$ cat config.mk
export PLATFORM = sky130hd
export DESIGN_NAME = ric_ctrl
export DESIGN_NICKNAME = d
export VERILOG_FILES = /design/src/hw/ric_pkg.sv /design/src/hw/ric_irq_if.sv /design/src/hw/ric_ctrl.sv /design/src/hw/ric_irq_req.sv
export VERILOG_INCLUDE_DIRS = /design/src /design/src/hw
export SDC_FILE = /design/constraint.sdc
export NUM_CORES = 1
export LEC_CHECK = 0
export ABC_AREA = 1
export CAP_MARGIN = 0
export CORE_UTILIZATION = 40
export DETAILED_ROUTE_END_ITERATION = 8
export DONT_BUFFER_PORTS = 1
export PLACE_DENSITY = 0.65
export SKIP_CTS_REPAIR_TIMING = 1
export SYNTH_ARGS = -nofsm -noshare
export SYNTH_HDL_FRONTEND = slang
export SYNTH_SLANG_ARGS = --single-unit
$ cat constraint.sdc
create_clock -name sys_clk -period 1.5 [get_ports sys_clk]
set_input_delay 0 -clock sys_clk [delete_from_list [all_inputs] [get_ports sys_clk]]
set_output_delay 0 -clock sys_clk [all_outputs]
set_load 0.02 [all_outputs]
$ cat src/hw/ric_map.svh
`ifndef RIC_MAP_SVH
`define RIC_MAP_SVH

// Option word field positions.
`define RIC_OPT_OSC_TYPE_BIT 12
`define RIC_OPT_WDOG_OFF_BIT 11
`define RIC_OPT_CYCLE_BIT 10
`define RIC_OPT_SECURE_BIT 9
`define RIC_OPT_XFREQ_BIT 8
`define RIC_OPT_POWER_BIT 7
`define RIC_OPT_WIDTH 13

// Interrupt flag and mask bit positions.
`define RIC_IRQ_TIMER_BIT 0
`define RIC_IRQ_EXT_BIT 1

// Program vectors.
`define RIC_VEC_HW_IRQ 12'h001
`define RIC_VEC_SW_IRQ 12'h002

// Reset values of the status flags.
`define RIC_TIMEOUT_RST 1'h1
`define RIC_PWRDN_RST 1'h1

`endif

$ cat src/hw/ric_pkg.sv
package ric_pkg;
   typedef enum logic [1:0] {
      RIC_OSC_RC,
      RIC_OSC_HIGH_XTAL,
      RIC_OSC_LOW_XTAL,
      RIC_OSC_UNDEF
   } ric_osc_mode_t;

   typedef enum logic [1:0] {
      RIC_RUN,
      RIC_SLEEP_ONE,
      RIC_SLEEP_TWO
   } ric_power_state_t;
endpackage
$ cat src/hw/ric_irq_if.sv
`timescale 1ns/1ns
// Carries interrupt flags and masks between the control top and the
// request logic.
interface ric_irq_if;
   logic [1:0] flag;
   logic [1:0] mask;
   logic global_on;
   logic request;
   modport ctrl (output flag, output mask, output global_on, input request);
   modport req (input flag, input mask, input global_on, output request);
endinterface

$ cat src/hw/ric_ctrl.sv
`timescale 1ns/1ns
`include "ric_map.svh"

module ric_ctrl
#(
   parameter int PC_WIDTH = 12
)
(
   input wire logic sys_clk,
   input wire logic rst,
   // Option word, fixed by programming; no instruction path reaches it.
   input wire logic [`RIC_OPT_WIDTH-1:0] option_word,
   // Pins and events.
   input wire logic ext_reset_n_pin,
   input wire logic ext_irq_pin,
   input wire logic wake_pin_change,
   input wire logic watchdog_expired,
   input wire logic timer_overflow,
   // Instruction strobes from the core, one cycle each, and the sleep mode select.
   input wire logic global_irq_on_op,
   input wire logic global_irq_off_op,
   input wire logic return_from_irq_op,
   input wire logic watchdog_clear_op,
   input wire logic enter_sleep_op,
   input wire logic soft_irq_op,
   input wire logic sleep_two_select,
   // Flag and mask register access from the core, and the return address.
   input wire logic flag_clear_valid,
   input wire logic [1:0] flag_clear_bits,
   input wire logic mask_write_valid,
   input wire logic [1:0] mask_write_data,
   input wire logic [PC_WIDTH-1:0] return_pc,
   // Outputs.
   output logic core_reset,
   output logic timeout_flag,
   output logic powerdown_flag,
   output logic [1:0] interrupt_flag_register,
   output logic [1:0] interrupt_mask_register,
   output logic global_irq_enable,
   output logic vector_load,
   output logic [PC_WIDTH-1:0] vector_addr,
   output logic stack_push,
   output logic [PC_WIDTH-1:0] stack_push_data,
   output logic sleeping,
   output ric_pkg::ric_osc_mode_t osc_mode,
   output logic watchdog_enable,
   output logic four_clock_cycle,
   output logic code_protect,
   output logic osc_high_power
);

   // ----------------------------------------
   // Pin synchronisers
   // ----------------------------------------
   logic rstn_s1_reg;
   logic rstn_s2_reg;
   logic irq_s1_reg;
   logic irq_s2_reg;
   logic wake_s1_reg;
   logic wake_s2_reg;
   logic rstn_prev_reg;

   // Two flops per pin before any logic looks at it.
   always_ff @(posedge sys_clk or posedge rst)
   begin
      if (rst)
      begin
         rstn_s1_reg <= 1'h1;
         rstn_s2_reg <= 1'h1;
         irq_s1_reg <= 1'h0;
         irq_s2_reg <= 1'h0;
         wake_s1_reg <= 1'h0;
         wake_s2_reg <= 1'h0;
      end
      else
      begin
         rstn_s1_reg <= ext_reset_n_pin;
         rstn_s2_reg <= rstn_s1_reg;
         irq_s1_reg <= ext_irq_pin;
         irq_s2_reg <= irq_s1_reg;
         wake_s1_reg <= wake_pin_change;
         wake_s2_reg <= wake_s1_reg;
      end
   end

   // Previous reset pin level, for the high-low-high pulse detection.
   always_ff @(posedge sys_clk or posedge rst)
   begin
      if (rst)
         rstn_prev_reg <= 1'h1;
      else
         rstn_prev_reg <= rstn_s2_reg;
   end

   logic ext_reset_done;
   logic wake_edge;
   logic wake_prev_reg;
   logic irq_prev_reg;
   logic ext_irq_event;

   // The pulse counts once the pin returns high.
   assign ext_reset_done = rstn_s2_reg & ~rstn_prev_reg;

   always_ff @(posedge sys_clk or posedge rst)
   begin
      if (rst)
      begin
         wake_prev_reg <= 1'h0;
         irq_prev_reg <= 1'h0;
      end
      else
      begin
         wake_prev_reg <= wake_s2_reg;
         irq_prev_reg <= irq_s2_reg;
      end
   end

   assign wake_edge = wake_s2_reg & ~wake_prev_reg;
   // External request is taken on the pin's rising edge.
   assign ext_irq_event = irq_s2_reg & ~irq_prev_reg;

   // ----------------------------------------
   // Power state
   // ----------------------------------------
   ric_pkg::ric_power_state_t pstate_reg;
   logic wdog_event;

   // Watchdog only resets the core when the option enables it.
   assign wdog_event = watchdog_expired & watchdog_enable;

   always_ff @(posedge sys_clk or posedge rst)
   begin
      if (rst)
         pstate_reg <= ric_pkg::RIC_RUN;
      else
      begin
         unique case (pstate_reg)
            ric_pkg::RIC_RUN:
               if (enter_sleep_op)
                  pstate_reg <= sleep_two_select ? ric_pkg::RIC_SLEEP_TWO
                                                 : ric_pkg::RIC_SLEEP_ONE;
            ric_pkg::RIC_SLEEP_ONE:
               if (ext_reset_done || wdog_event)
                  pstate_reg <= ric_pkg::RIC_RUN;
            ric_pkg::RIC_SLEEP_TWO:
               if (ext_reset_done || wdog_event || wake_edge)
                  pstate_reg <= ric_pkg::RIC_RUN;
            default:
               pstate_reg <= ric_pkg::RIC_RUN;
         endcase
      end
   end

   assign sleeping = (pstate_reg != ric_pkg::RIC_RUN);

   // Reset to the core, one cycle, on either run-time reset cause.
   always_ff @(posedge sys_clk or posedge rst)
   begin
      if (rst)
         core_reset <= 1'h1;
      else
         core_reset <= ext_reset_done | wdog_event;
   end

   // ----------------------------------------
   // Time-out and power-down flags
   // ----------------------------------------
   logic in_sleep_one;
   assign in_sleep_one = (pstate_reg == ric_pkg::RIC_SLEEP_ONE);

   // Watchdog wins over an external pulse in the same cycle.
   always_ff @(posedge sys_clk or posedge rst)
   begin
      if (rst)
      begin
         timeout_flag <= `RIC_TIMEOUT_RST;
         powerdown_flag <= `RIC_PWRDN_RST;
      end
      else if (wdog_event)
      begin
         timeout_flag <= 1'h0;
         if (in_sleep_one)
            powerdown_flag <= 1'h0;
      end
      else if (ext_reset_done)
      begin
         if (in_sleep_one)
         begin
            timeout_flag <= 1'h1;
            powerdown_flag <= 1'h0;
         end
      end
      else if (watchdog_clear_op)
      begin
         timeout_flag <= 1'h1;
         powerdown_flag <= 1'h1;
      end
      else if (enter_sleep_op && pstate_reg == ric_pkg::RIC_RUN)
      begin
         timeout_flag <= 1'h1;
         powerdown_flag <= 1'h0;
      end
      // A pin-change wake leaves both flags alone.
   end

   // ----------------------------------------
   // Interrupt flags, mask and global enable
   // ----------------------------------------
   logic [1:0] irq_events;
   assign irq_events[`RIC_IRQ_TIMER_BIT] = timer_overflow;
   assign irq_events[`RIC_IRQ_EXT_BIT] = ext_irq_event;

   // Flags set on events whatever the mask; a set beats a same-cycle clear.
   always_ff @(posedge sys_clk or posedge rst)
   begin
      if (rst)
         interrupt_flag_register <= 2'h0;
      else if (core_reset)
         interrupt_flag_register <= 2'h0;
      else if (flag_clear_valid)
         interrupt_flag_register <= (interrupt_flag_register & ~flag_clear_bits)
                                    | irq_events;
      else
         interrupt_flag_register <= interrupt_flag_register | irq_events;
   end

   // Mask register written by the core; cleared on any reset.
   always_ff @(posedge sys_clk or posedge rst)
   begin
      if (rst)
         interrupt_mask_register <= 2'h0;
      else if (core_reset)
         interrupt_mask_register <= 2'h0;
      else if (mask_write_valid)
         interrupt_mask_register <= mask_write_data;
   end

   logic take_hw;
   logic take_sw;
   logic irq_request;

   // Global enable follows the instructions; taking an interrupt drops it.
   always_ff @(posedge sys_clk or posedge rst)
   begin
      if (rst)
         global_irq_enable <= 1'h0;
      else if (core_reset)
         global_irq_enable <= 1'h0;
      else if (take_hw || take_sw)
         global_irq_enable <= 1'h0;
      else if (global_irq_on_op || return_from_irq_op)
         global_irq_enable <= 1'h1;
      else if (global_irq_off_op)
         global_irq_enable <= 1'h0;
   end

   ric_irq_if irq_bus ();
   assign irq_bus.flag = interrupt_flag_register;
   assign irq_bus.mask = interrupt_mask_register;
   assign irq_bus.global_on = global_irq_enable;
   assign irq_request = irq_bus.request;

   ric_irq_req u_req
   (
      .bus (irq_bus)
   );

   // ----------------------------------------
   // Vector and stack push
   // ----------------------------------------
   assign take_hw = irq_request & ~sleeping & ~core_reset;
   assign take_sw = soft_irq_op & global_irq_enable & ~take_hw & ~core_reset;

   // Return address goes to the stack in the same cycle as the vector.
   always_ff @(posedge sys_clk or posedge rst)
   begin
      if (rst)
      begin
         vector_load <= 1'h0;
         vector_addr <= '0;
         stack_push <= 1'h0;
         stack_push_data <= '0;
      end
      else
      begin
         vector_load <= take_hw | take_sw;
         stack_push <= take_hw | take_sw;
         if (take_hw || take_sw)
            stack_push_data <= return_pc;
         if (take_hw)
            vector_addr <= PC_WIDTH'(`RIC_VEC_HW_IRQ);
         else if (take_sw)
            vector_addr <= PC_WIDTH'(`RIC_VEC_SW_IRQ);
      end
   end

   // ----------------------------------------
   // Option word decode
   // ----------------------------------------
   logic opt_xtal;
   logic opt_hfreq;
   logic opt_power;

   // Option word arrives only on its own port.
   assign opt_xtal = option_word[`RIC_OPT_OSC_TYPE_BIT];
   assign opt_hfreq = option_word[`RIC_OPT_XFREQ_BIT] & opt_xtal;
   assign opt_power = option_word[`RIC_OPT_POWER_BIT];

   // Decoded settings are registered for clean outputs.
   always_ff @(posedge sys_clk or posedge rst)
   begin
      if (rst)
      begin
         osc_mode <= ric_pkg::RIC_OSC_RC;
         watchdog_enable <= 1'h0;
         four_clock_cycle <= 1'h0;
         code_protect <= 1'h1;
         osc_high_power <= 1'h0;
      end
      else
      begin
         if (!opt_xtal)
            osc_mode <= ric_pkg::RIC_OSC_RC;
         else if (opt_hfreq)
            osc_mode <= ric_pkg::RIC_OSC_HIGH_XTAL;
         else if (!opt_power)
            osc_mode <= ric_pkg::RIC_OSC_LOW_XTAL;
         else
            osc_mode <= ric_pkg::RIC_OSC_UNDEF;
         watchdog_enable <= ~option_word[`RIC_OPT_WDOG_OFF_BIT];
         four_clock_cycle <= option_word[`RIC_OPT_CYCLE_BIT];
         code_protect <= ~option_word[`RIC_OPT_SECURE_BIT];
         osc_high_power <= opt_power;
      end
   end

endmodule // ric_ctrl

$ cat src/hw/ric_irq_req.sv
`timescale 1ns/1ns
`include "ric_map.svh"

// ----------------------------------------
// Interrupt request combination
// ----------------------------------------
module ric_irq_req
(
   ric_irq_if.req bus
);
   // Each flag is gated by its own mask and then by the global enable.
   assign bus.request = (|(bus.flag & bus.mask)) & bus.global_on;
endmodule // ric_irq_req

Word-level counts from Yosys, hierarchy flattened
Cells that the tools add are included.

Bits in registers: 50. Bits of input ports: 45. Output and inout port bits: 41. Logic and storage cells: 98.

Eq/ne operators: 6. Muxes and demuxes: 28. Bitwise operators: 26. Reductions and logical operators: 14.

Operators by type and width (count): 12-bit 2-to-1 mux (2); 2-bit 2-to-1 mux (10); 1-bit 2-to-1 mux (15); 1-bit AND (11); 1-bit inverter (8); 4-bit nonzero test (2); 2-bit case mux with 3 select lines (1); 2-bit nonzero test (3); 2-bit AND (2); 1-bit logical OR (4); 2-bit != test (second input constant) (2); 2-bit bitwise OR (2); 3-bit by 1-bit != test with 1-bit output (second input constant) (1); 3-bit AND reduction (1); 2-bit by 1-bit == test with 1-bit output (second input constant) (1); 2-bit == test (second input constant) (1); 2-bit logical NOT (1); 2-bit by 1-bit != test with 1-bit output (second input constant) (1); 2-bit inverter (1); 1-bit bitwise OR (2); 2-bit AND reduction (1); 2-bit OR reduction (1); 1-bit logical AND (1).

Longest topological paths before layout
Gate-level depths: netlist (run 1).

Word-level depth: 11. Mapped depth: 8. Depth with buffers taken out: 7.

By module
From an unflattened synthesis (run 1), not the netlist that was laid out.

Cell total of the unflattened synthesis: 160. Area, all modules: 1609.0 um^2.

Modules (own cells, without submodules): ric_ctrl (times used 1, cells each 156, area an instance 1589.0 um^2, sequential area each 1009.7 um^2); ric_irq_req (times used 1, cells each 4, area an instance 20.0 um^2, sequential area each 0.0 um^2).

Worst setup path after synthesis (run 1)
OpenSTA, ideal clock, no wires.

Kind: register to register. Start: register interrupt_flag_register[0]. End: register stack_push_data[0]. Library setup time: 0.117 ns. Data arrival time: 1.109 ns. Required time: 1.383 ns. Path slack: 0.274 ns. Stages on the path, launching flop included: 9. Buffers on the path: 1. Clock period less this slack: 1.226 ns. Path through: dfrtp_1 nand2_1 nand2_1 nand3_4 nand2_4 nand2_4 buf_6 nand2_1 nand2_1.

Cells in the longest elaborated chain, start to end: 9.

Ends and longest elaborated chain: start, declared (RTL line ric_ctrl.sv:37) `output logic [1:0] interrupt_flag_register,`; start signal, assigned (RTL line ric_ctrl.sv:221) `interrupt_flag_register <= (interrupt_flag_register & ~flag_clear_bits)`; start signal, assigned (RTL line ric_ctrl.sv:224) `interrupt_flag_register <= interrupt_flag_register | irq_events;`; 2-bit AND * (RTL line ric_irq_req.sv:12) `assign bus.request = (|(bus.flag & bus.mask)) & bus.global_on;`; 2-bit OR reduction * (RTL line ric_irq_req.sv:12); 1-bit AND * (RTL line ric_irq_req.sv:12); 1-bit AND * (2 in a row) (RTL line ric_ctrl.sv:271) `assign take_hw = irq_request & ~sleeping & ~core_reset;`; 1-bit inverter (RTL line ric_ctrl.sv:272) `assign take_sw = soft_irq_op & global_irq_enable & ~take_hw & ~core_reset;`; 1-bit AND (2 in a row) (RTL line ric_ctrl.sv:272); 1-bit logical OR * (RTL line ric_ctrl.sv:288) `if (take_hw || take_sw)`; end signal, assigned (RTL line ric_ctrl.sv:289) `stack_push_data <= return_pc;`; end, declared (RTL line ric_ctrl.sv:43) `output logic [PC_WIDTH-1:0] stack_push_data,`.

Every way passes the cells marked *; elsewhere a longest branch is shown, timed or not. A chain may end at the register's enable or synchronous reset.

Final worst setup path (run 1)
Start: register interrupt_flag_register[0]. End: register interrupt_flag_register[0].

Cells in the longest elaborated chain, start to end: 4. Elaborated cells between the ends (all ways): 5.

Ends and longest elaborated chain: 2-bit AND (RTL line ric_ctrl.sv:221); 2-bit bitwise OR (RTL line ric_ctrl.sv:222) `| irq_events;`; 2-bit 2-to-1 mux * (RTL line ric_ctrl.sv:220) `else if (flag_clear_valid)`; 2-bit 2-to-1 mux * (RTL line ric_ctrl.sv:218) `else if (core_reset)`.

Marked as above.

==> metrics.yaml, run 1 <==
status: "complete, but fails checks"
violations: "negative hold slack"
top_register: "stack_push_data"
rsz0062_at_grt: "false"
die_w_um: 65.9
path_buf_inv: 2
p_int_mw: 1.77
yosys.area.top_type_share_pct: 50.5
cts.clk_slew.worst_paths_ps: 70
cts_sinks: 40
io_pins: 86
end_kind: "register"
largest_reg_flops: 12
route.detailed.wl_per_inst_um: 12.9
worstSetupStartpoint: "interrupt_flag_register[0]$_DFF_PP0_"
grt_pass1_vias: 1074
total_power_mw: 2.66
pwr-share-seq_pct: 58.5
hp-start: "global_irq_on_op"
powerDensity_nw_per_um2: 1260
die_h_um: 65.9
grt_max_degree: 41
netlist_area_um2: 1630
finalHoldViolations: 1
drv_cap: 0
rrSetupSlack_ps: 100
dp.final_hpwl_um: 2110
max_stage_delay_ps: 560
power.switching_uw: 885
leakage_nw: 1.06
tns_ps: 0
cts_tree: "done"
routed_via_density: 4.73
final_antenna_net_count: 0
async_reset_ff_share_pct: 100
yosysSeqAreaShare_pct: 61.8
cts_made_buffers: 5
swShare_pct: 33.3
routed_wl_um: 3270
clock_skew_ps: 4.61
grt_pass1_wl_um: 4520
post-route-period-util_pct: 93.2
n_antenna_cell: 0
synth_seq_cells: 40
dieArea_um2: 4340
startpoint_type: "register"
required_ps: 1670
gp_congestion: 0.797
path_cells: "buf_4 > a21oi_1 > dlygate4sd3_1 > nor2_1"
fmax_mhz: 715
synth-edff-count: 0
overflow: 0
htree_levels: 2
drc_errors: 0
portBuffers: 0
clock_path_buffers: 2
cpLargestDelayFamily: "buffers and inverters"
synthTopCellsByArea: "dfrtp_1 (51%), dfstp_2 (11%), nand2_1 (11%)"
synth.top_cells.by_count: "nand2_1 (46), dfrtp_1 (33), nand3_1 (18)"
worstPathMaxFanout: 2
peakVddDrop_mv: 0.744
synth.most_common_cell: "nand2_1"
ys_types: 22
final_cells: 254
timing.rr.start: "interrupt_flag_register[0]$_DFF_PP0_"
final_nets: 250
cts_root_buffer: "clkbuf_8"
post_synth.cell_area_avg_um2: 10.1
cp_slowest_cell: "dlygate4sd3_1"
vias: 1201
synthCells: 161
comb_power_share_pct: 16.9
initial_core_util_pct: 43.0
grt_antenna_before_repair: 0
first_iter_violations: 26
clkPwrFrac_pct: 24.6
dp.cells: 211
whs_ps: -14.0
r2r-end: "interrupt_flag_register[0]$_DFF_PP0_"
track_usage_pct: 14.0
hp-class: "in2reg"
setup_viol: 0
period_minus_slack_ps: 1400
ys_warn_count: 0
syn_to_final_growth_pct: 28.6
core_area_um2: 3800
dominantRegCellSynth: "dfrtp_1"
worstPathArrival_ps: 1560
rows: 22
slew_violations: 0
whs_path_depth: 2
drt_pass1_iterations: 4
critPathKind: "reg2reg"
hold-path-endpoint: "global_irq_enable$_DFFE_PP0P_"
yosysTopAreaCell: "dfrtp_1"
drive_gt1_share_pct: 13.6
reg2regPathDepth: 4
clock_latency_ps: 280
## power groups by stage
stage          combinational (mW)  clock (mW)  sequential (mW)
2_1_floorplan               0.303           0             1.56
3_3_place_gp                0.348           0             1.57
3_5_place_dp                0.374           0             1.57
4_1_cts                     0.373       0.681             1.56
5_1_grt                     0.513       0.722             1.58
6_report                    0.449       0.654             1.56
## through the flow
step	worst slack [ps]	util (%)	instance area, um2
final	102	55.3	2100
after global routing	65.6	55.3	2100
after CTS	173	46.1	1750
after detailed placement	190	44.0	1670
after global placement	254	44.0	1670
after floorplan	274	-	1670
## layout make-up
class / instances / area [um2]
Fill cell: 326 / 1700
Timing Repair Buffer: 42 / 403
Inverter: 15 / 82.6
Sequential cell: 40 / 1010
Clock buffer: 7 / 76.3
Clock inverter: 1 / 5.00
Tap cell: 48 / 60.1
Multi-Input combinational cell: 101 / 465
## metal layers
layer	vias to the layer above	track usage, %	part of all wire [%]
li1	572	-	-
met1	576	14.5	38
met2	51	25.1	55
met3	2	6.38	6.3
met4	0	3.80	0.31
met5	-	0	0
## kinds of logic (layout without fill, tap and decap cells)
family | after synthesis | after routing | share of synthesized area, %
other | 1 | 10 | 0.229
buffers and inverters | 29 | 65 | 11.8
AND/OR/NAND/NOR | 84 | 84 | 23.8
AO/OA/AOI/OAI | 7 | 7 | 2.37
flip-flops | 40 | 40 | 61.8
## how the worst max path moves through the flow
| stage | to | depth (start not counted) |
|---|---|---|
| after floorplan | stack_push_data[0]$_DFFE_PP0P_ | 8 |
| after global placement | stack_push_data[10]$_DFFE_PP0P_ | 6 |
| after detailed placement | stack_push_data[5]$_DFFE_PP0P_ | 6 |
| after CTS | stack_push_data[5]$_DFFE_PP0P_ | 6 |
| after global routing | stack_push_data[6]$_DFFE_PP0P_ | 6 |
| final | interrupt_flag_register[0]$_DFF_PP0_ | 4 |
## cell usage in the layout, fill, tap and decap left out
cell           netlist  final
a21oi_1              2      2
buf_4               11      7
bufinv_16            1      1
clkbuf_1             0      2
clkbuf_8             0      5
clkinv_2             0      1
conb_1               1     10
dfrtp_1             33     33
dfstp_2              7      7
dlygate4sd3_1        0     35
inv_1               14     14
nand2_1             46     46
nand2_2              2      2
nand2_4              2      2
nand3_1             18     18
nand3_4              1      1
nand4_1              2      2
nor2_1               9      9
nor2_4               1      1
nor3_1               2      2
o211ai_1             1      1
o21ai_0              3      3
o22ai_1              1      1
or2_2                1      1
(Power assumes the default switching activity.)
==> run 2, diff against run 1 <==
Settings changed: ABC_AREA 1 to not set, GPL_TIMING_DRIVEN set to 1.
==> run 2 against run 1 <==
The flow finishes with violations (negative hold slack, negative setup slack). Utilization up 2.7 points. Design area grew 3.3%. Routed wire length decreased by 2.7%. Synthesized cell count shrank 29%. First-iteration DRC count down 31%. Count of clock-buffer cells in the layout is 2 lower. Maximum frequency decreased by 10%. Clock skew increased by 1.3 ps. Largest power group unchanged. Cell count is 14% lower.
==> metrics.yaml, run 2 <==
status: "complete, but fails checks"
violations: "negative hold slack, negative setup slack"
final_cell_mix: "dlygate4sd3_1 (36), dfrtp_1 (31), buf_4 (13)"
comb_power_share_pct: 17.4  # +0.5 points
io_pins: 86  # unchanged
finalHoldViolations: 2  # +1
core_area_um2: 3740  # -1.4%
yosysTopAreaCell: "dfrtp_1"
grtUsageMet3_pct: 6.34  # -0.041 points
tns_ps: -350  # -350 ps
p_int_mw: 2.08  # +17%
power.switching_uw: 912  # +3.1%
powerDensity_nw_per_um2: 1380  # +8.8%
grt_pass1_wl_um: 4060  # -10%
end_kind: "register"
drv_cap: 0  # unchanged
largest_reg_flops: 12  # unchanged
portBuffers: 0  # unchanged
startpoint_type: "register"
routed_via_density: 4.73  # about the same
yosys.area.top_type_share_pct: 52.1  # +1.6 points
die_w_um: 65.0  # -1.5%
hp-start: "sleep_two_select"
synth.most_common_cell: "dfrtp_1"
vias: 1031  # -14%
worstPathMaxFanout: 13  # +11
drive_gt1_share_pct: 28.2  # +15 points
post_synth.cell_area_avg_um2: 13.8  # +36%
grt_pass1_vias: 870  # -19%
whs_path_depth: 3  # +1
swShare_pct: 30.5  # -2.8 points
cts_root_buffer: "clkbuf_8"
leakage_nw: 1.04  # -2.1%
slew_violations: 0  # unchanged
cts_tree: "done"
use_met2_pct: 21.4  # -3.8 points
reg2regPathDepth: 5  # +1
setup_viol: 12  # +12
post-route-period-util_pct: 104  # +11 points
yosysSeqAreaShare_pct: 63.7  # +1.9 points
rrSetupSlack_ps: -60  # -160 ps
clock_path_buffers: 2  # unchanged
grt_max_degree: 22  # -46%
htree_levels: 2  # unchanged
r2r-end: "stack_push_data[9]$_DFFE_PP0P_"
synth_seq_cells: 40  # unchanged
worstSetupStartpoint: "interrupt_mask_register[0]$_DFFE_PP0P_"
routed_wl_um: 3180  # -2.7%
first_iter_violations: 18  # -31%
pwr-share-seq_pct: 53.8  # -4.7 points
synth-edff-count: 0  # unchanged
cts.clk_slew.worst_paths_ps: 80  # about the same
cts_made_buffers: 5  # unchanged
dp.final_hpwl_um: 2030  # -3.7%
grtUsageMet1_pct: 16.0  # +1.5 points
overflow: 0  # unchanged
fin_area_um2: 2170  # +3.3%
track_usage_pct: 13.5  # -0.54 points
whs_ps: -48.6  # -34.6 ps
initial_core_util_pct: 42.3  # -0.67 points
worstPathArrival_ps: 1730  # +170 ps
final_antenna_net_count: 0  # unchanged
rows: 22  # unchanged
die_h_um: 65.0  # -1.5%
synth.top_cells.by_count: "dfrtp_1 (33), buf_4 (11), mux2_4 (9)"
timing.rr.start: "interrupt_mask_register[0]$_DFFE_PP0P_"
top_register: "stack_push_data"
gp_congestion: 0.769  # -3.5%
netlist_area_um2: 1590  # -3.0%
dp.cells: 174  # -18%
clock_skew_ps: 5.95  # +1.33 ps
fmax_mhz: 642  # -10%
layout_commonest_cell: "dlygate4sd3_1"
rsz0062_at_grt: "true"
required_ps: 1680  # about the same
route.detailed.wl_per_inst_um: 14.6  # +13%
clock_latency_ps: 290  # about the same
dieArea_um2: 4220  # -2.9%
period_minus_slack_ps: 1560  # +158 ps
cts_sinks: 40  # unchanged
drt_pass1_iterations: 4  # unchanged
final_nets: 214  # -14%
async_reset_ff_share_pct: 100  # unchanged
critPathKind: "reg2reg"
synthCells: 115  # -29%
hp-class: "in2reg"
syn_to_final_growth_pct: 37.0
hold-path-endpoint: "pstate_reg[0]$_DFFE_PP0P_"
grt_antenna_before_repair: 0  # unchanged
ys_warn_count: 0  # unchanged
top_usage_layer: "met2"
num-fill-cells: 306  # -6.1%
synthTopCellsByArea: "dfrtp_1 (52%), dfstp_2 (12%), mux2_4 (8.5%)"
drc_errors: 0  # unchanged
final_cells: 218  # -14%
worst_slack_ps: -56.7  # -158 ps
ys_types: 27  # +23%
dominantRegCellSynth: "dfrtp_1"
clkPwrFrac_pct: 28.7  # +4.1 points
place_area_um2: 1700  # +1.6%
n_antenna_cell: 0  # unchanged
peakVddDrop_mv: 0.763  # +2.6%
-- run 2: cell count changes after synthesis, moves of 6 or more --
cell     before  now
nand2_1      46    4
nand3_1      18    0
mux2_4        0    9
inv_1        14    7
a21oi_1       2    8
-- run 2: worst max-delay path, stage by stage (launching register included) --
cell	delay (ps)
dfrtp_2	400
a22o_1	250
nand4b_2	120
nor2b_4	170
buf_12	160
mux2_2	340
-- run 2: worst max path at each step --
stage | endpoint | cells after the start
detailed placement | stack_push_data[9]$_DFFE_PP0P_ | 5
global placement | stack_push_data[11]$_DFFE_PP0P_ | 5
floorplan | stack_push_data[0]$_DFFE_PP0P_ | 5
CTS | stack_push_data[9]$_DFFE_PP0P_ | 5
finish | stack_push_data[9]$_DFFE_PP0P_ | 5
global route | stack_push_data[9]$_DFFE_PP0P_ | 5
-- run 2: layout make-up --
type                    instances  area, um2  area share [%]
flip-flops and latches         40       1010            46.6
multi-input cells              65        484            22.3
clock inverters                 3       42.5            1.96
well taps                      48       60.1            2.76
clock buffers                   5       68.8            3.17
inverters                       7       26.3            1.21
repair buffers                 50        478            22.0
-- run 2: metal layers --
metal,routed length [um],vias up
li1,-,470
met1,1300,503
met2,1630,56
met3,231,2
met4,21,0
met5,0,-
-- run 2: cells by family after synthesis --
logic type      after synthesis  synth area share, %
other cells                   1                0.237
compound gates               18                 7.10
flops                        40                 63.7
buf+inv                      19                 8.13
simple gates                 22                 8.21
mux                          15                 12.6
-- run 2: metrics by stage --
step / total power [mW] / setup slack [ps] / util [%]
2_1_floorplan: 1.95 / -73.7 / -
3_3_place_gp: 2.04 / -15.1 / 45.3
3_5_place_dp: 2.07 / -47.7 / 45.3
4_1_cts: 2.94 / -65.3 / 48.3
5_1_grt: 3.12 / -96.4 / 58.0
6_report: 2.99 / -56.7 / 58.0
-- run 2: power by group through the flow --
stage	Sequential, mW	Combinational [mW]	Clock (mW)
2_1_floorplan	1.61	0.338	0
3_3_place_gp	1.62	0.423	0
3_5_place_dp	1.62	0.441	0
4_1_cts	1.61	0.443	0.885
5_1_grt	1.63	0.565	0.927
6_report	1.61	0.522	0.859
==> run 3, diff against run 2 <==
Settings changed: CELL_PAD_IN_SITES_DETAIL_PLACEMENT set to 0, CELL_PAD_IN_SITES_GLOBAL_PLACEMENT set to 1, PLACE_DENSITY 0.65 to 0.79.
==> run 3 against run 2 <==
The flow still finishes with violations (negative hold slack, negative setup slack). Maximum frequency grew 0.28%. Sequential power hardly changed. Global-route usage increased by 0.46 points. Critical path depth unchanged. Clock power down 0.7%. Highest routed layer unchanged. Cell count fell by 0.46%. Via count did not move. Power is 0.31% lower. Count of clock-buffer cells in the layout unchanged. Worst setup slack improved by 4.3 ps. Design area down 0.23%. Largest cell class unchanged. Sequential share of layout area up 0.11 points.
==> metrics.yaml, run 3 (same netlist as run 2, synthesis figures left out) <==
worstPathArrival_ps: 1720  # about the same
grt_pass1_vias: 923  # +6.1%
whs_ps: -16.3  # +32.3 ps
path_cells: "a22o_1 > nand4b_2 > nor2b_4 > buf_12 > mux2_2"
worstPathMaxFanout: 13  # unchanged
grt_pass1_wl_um: 4190  # +3.2%
cts_tree: "done"
clock_latency_ps: 290  # about the same
whs_path_depth: 3  # unchanged
dieArea_um2: 4220  # unchanged
grt_antenna_before_repair: 0  # unchanged
routed_wl_um: 3100  # -2.7%
vias: 1031  # unchanged
reg2regPathDepth: 5  # unchanged
n_antenna_cell: 0  # unchanged
place_area_um2: 1680  # -0.89%
largest_reg_flops: 12  # unchanged
period_minus_slack_ps: 1550  # -4.28 ps
fin_area_um2: 2170  # -0.23%
clock_skew_ps: 5.97  # +0.0202 ps
setup_viol: 12  # unchanged
die_w_um: 65.0  # unchanged
gp_congestion: 0.806  # +4.7%
powerDensity_nw_per_um2: 1380  # about the same
drv_cap: 0  # unchanged
drive_gt1_share_pct: 27.2  # -1.0 points
swShare_pct: 30.3  # -0.18 points
worst_slack_ps: -52.4  # +4.28 ps
first_iter_violations: 34  # +16
cts_made_buffers: 5  # unchanged
hp-class: "in2reg"
initial_core_util_pct: 42.3  # unchanged
syn_to_final_growth_pct: 36.7
final_nets: 213  # -0.47%
core_area_um2: 3740  # unchanged
power.switching_uw: 904  # -0.88%
final_antenna_net_count: 0  # unchanged
overflow: 0  # unchanged
r2r-end: "stack_push_data[10]$_DFFE_PP0P_"
drc_errors: 0  # unchanged
p_int_mw: 2.08  # about the same
utilization_pct: 57.9  # -0.13 points
routed_via_density: 4.75  # +0.46%
layout_commonest_cell: "dlygate4sd3_1"
cts_sinks: 40  # unchanged
end_kind: "register"
top_register: "stack_push_data"
pwr-share-seq_pct: 54.0  # +0.2 points
track_usage_pct: 13.9  # +0.46 points
final_cell_mix: "dlygate4sd3_1 (37), dfrtp_1 (31), buf_4 (11)"
violations: "negative hold slack, negative setup slack"
grt_max_degree: 41  # +86%
slew_violations: 0  # unchanged
clkPwrFrac_pct: 28.6  # about the same
rows: 22  # unchanged
route.detailed.wl_per_inst_um: 14.3  # -2.2%
fmax_mhz: 644  # +0.28%
clock_path_buffers: 2  # unchanged
comb_power_share_pct: 17.4  # about the same
status: "complete, but fails checks"
timing.rr.start: "interrupt_mask_register[0]$_DFFE_PP0P_"
startpoint_type: "register"
drt_pass1_iterations: 4  # unchanged
rsz0062_at_grt: "true"
cp_slowest_cell: "dfrtp_2"
required_ps: 1670  # about the same
die_h_um: 65.0  # unchanged
crit_path_end: "stack_push_data[10]$_DFFE_PP0P_"
worstSetupStartpoint: "interrupt_mask_register[0]$_DFFE_PP0P_"
cts_root_buffer: "clkbuf_8"
rrSetupSlack_ps: -50  # about the same
finalHoldViolations: 2  # unchanged
io_pins: 86  # unchanged
crit_cells: 5  # unchanged
leakage_nw: 1.03  # -0.60%
cts.clk_slew.worst_paths_ps: 80  # about the same
peakVddDrop_mv: 0.987  # +29%
critPathKind: "reg2reg"
portBuffers: 0  # unchanged
post-route-period-util_pct: 103  # -0.29 points
path_buf_inv: 1  # unchanged
htree_levels: 2  # unchanged
cpLargestDelayFamily: "flip-flops"
max_stage_delay_ps: 400  # about the same
[run 3: cell types whose count changed in the layout (fill, tap and decap cells not counted), sizes merged]
cell         before  now
buf              14   12
dlygate4sd3      36   37
[run 3: how the worst min path moves through the flow]
stage / to / slack [ps] / from
after CTS: rstn_s1_reg$_DFF_PP1_ / -310 / ext_reset_n_pin
after global routing: pstate_reg[0]$_DFFE_PP0P_ / 10 / sleep_two_select
after floorplan: rstn_s1_reg$_DFF_PP1_ / 4 / ext_reset_n_pin
after global placement: rstn_s1_reg$_DFF_PP1_ / 5 / ext_reset_n_pin
after detailed placement: rstn_s1_reg$_DFF_PP1_ / 5 / ext_reset_n_pin
final: pstate_reg[0]$_DFFE_PP0P_ / -20 / sleep_two_select
[run 3: stage by stage]
stage,power [mW],setup TNS (ps),std cells,worst slack (ps)
2_1_floorplan,1.95,-663,124,-73.7
3_3_place_gp,2.04,-42.4,172,-14.3
3_5_place_dp,2.06,-276,172,-52.2
4_1_cts,2.92,-396,180,-64.2
5_1_grt,3.13,-822,217,-96.9
6_report,2.98,-347,217,-52.4
[run 3: metal layers]
| metal | routed length (um) | GRT usage (%) |
|---|---|---|
| met5 | 0 | 0 |
| met2 | 1550 | 22.0 |
| met3 | 302 | 7.39 |
| met1 | 1180 | 15.1 |
| met4 | 72 | 6.94 |
[run 3: worst reg2reg max path, stage by stage (launching register included)]
cell and delay (ps):
dfrtp_2 400, a22o_1 250, nand4b_2 120, nor2b_4 170, buf_12 160, mux2_2 340
[run 3: area by class of cell]
class | instances | area (um2)
tap | 48 | 60.1
timing repair buffer | 49 | 473
clock inverter | 3 | 42.5
sequential | 40 | 1010
fill | 304 | 1580
clock buffer | 5 | 68.8
multi-input combinational | 65 | 484
inverter | 7 | 26.3
[run 3: power groups by stage]
stage	Combinational, mW	Clock (mW)	Sequential (mW)
global placement	0.416	0	1.62
finish	0.519	0.853	1.61
floorplan	0.338	0	1.61
detailed placement	0.436	0	1.62
global route	0.565	0.935	1.63
CTS	0.434	0.878	1.61
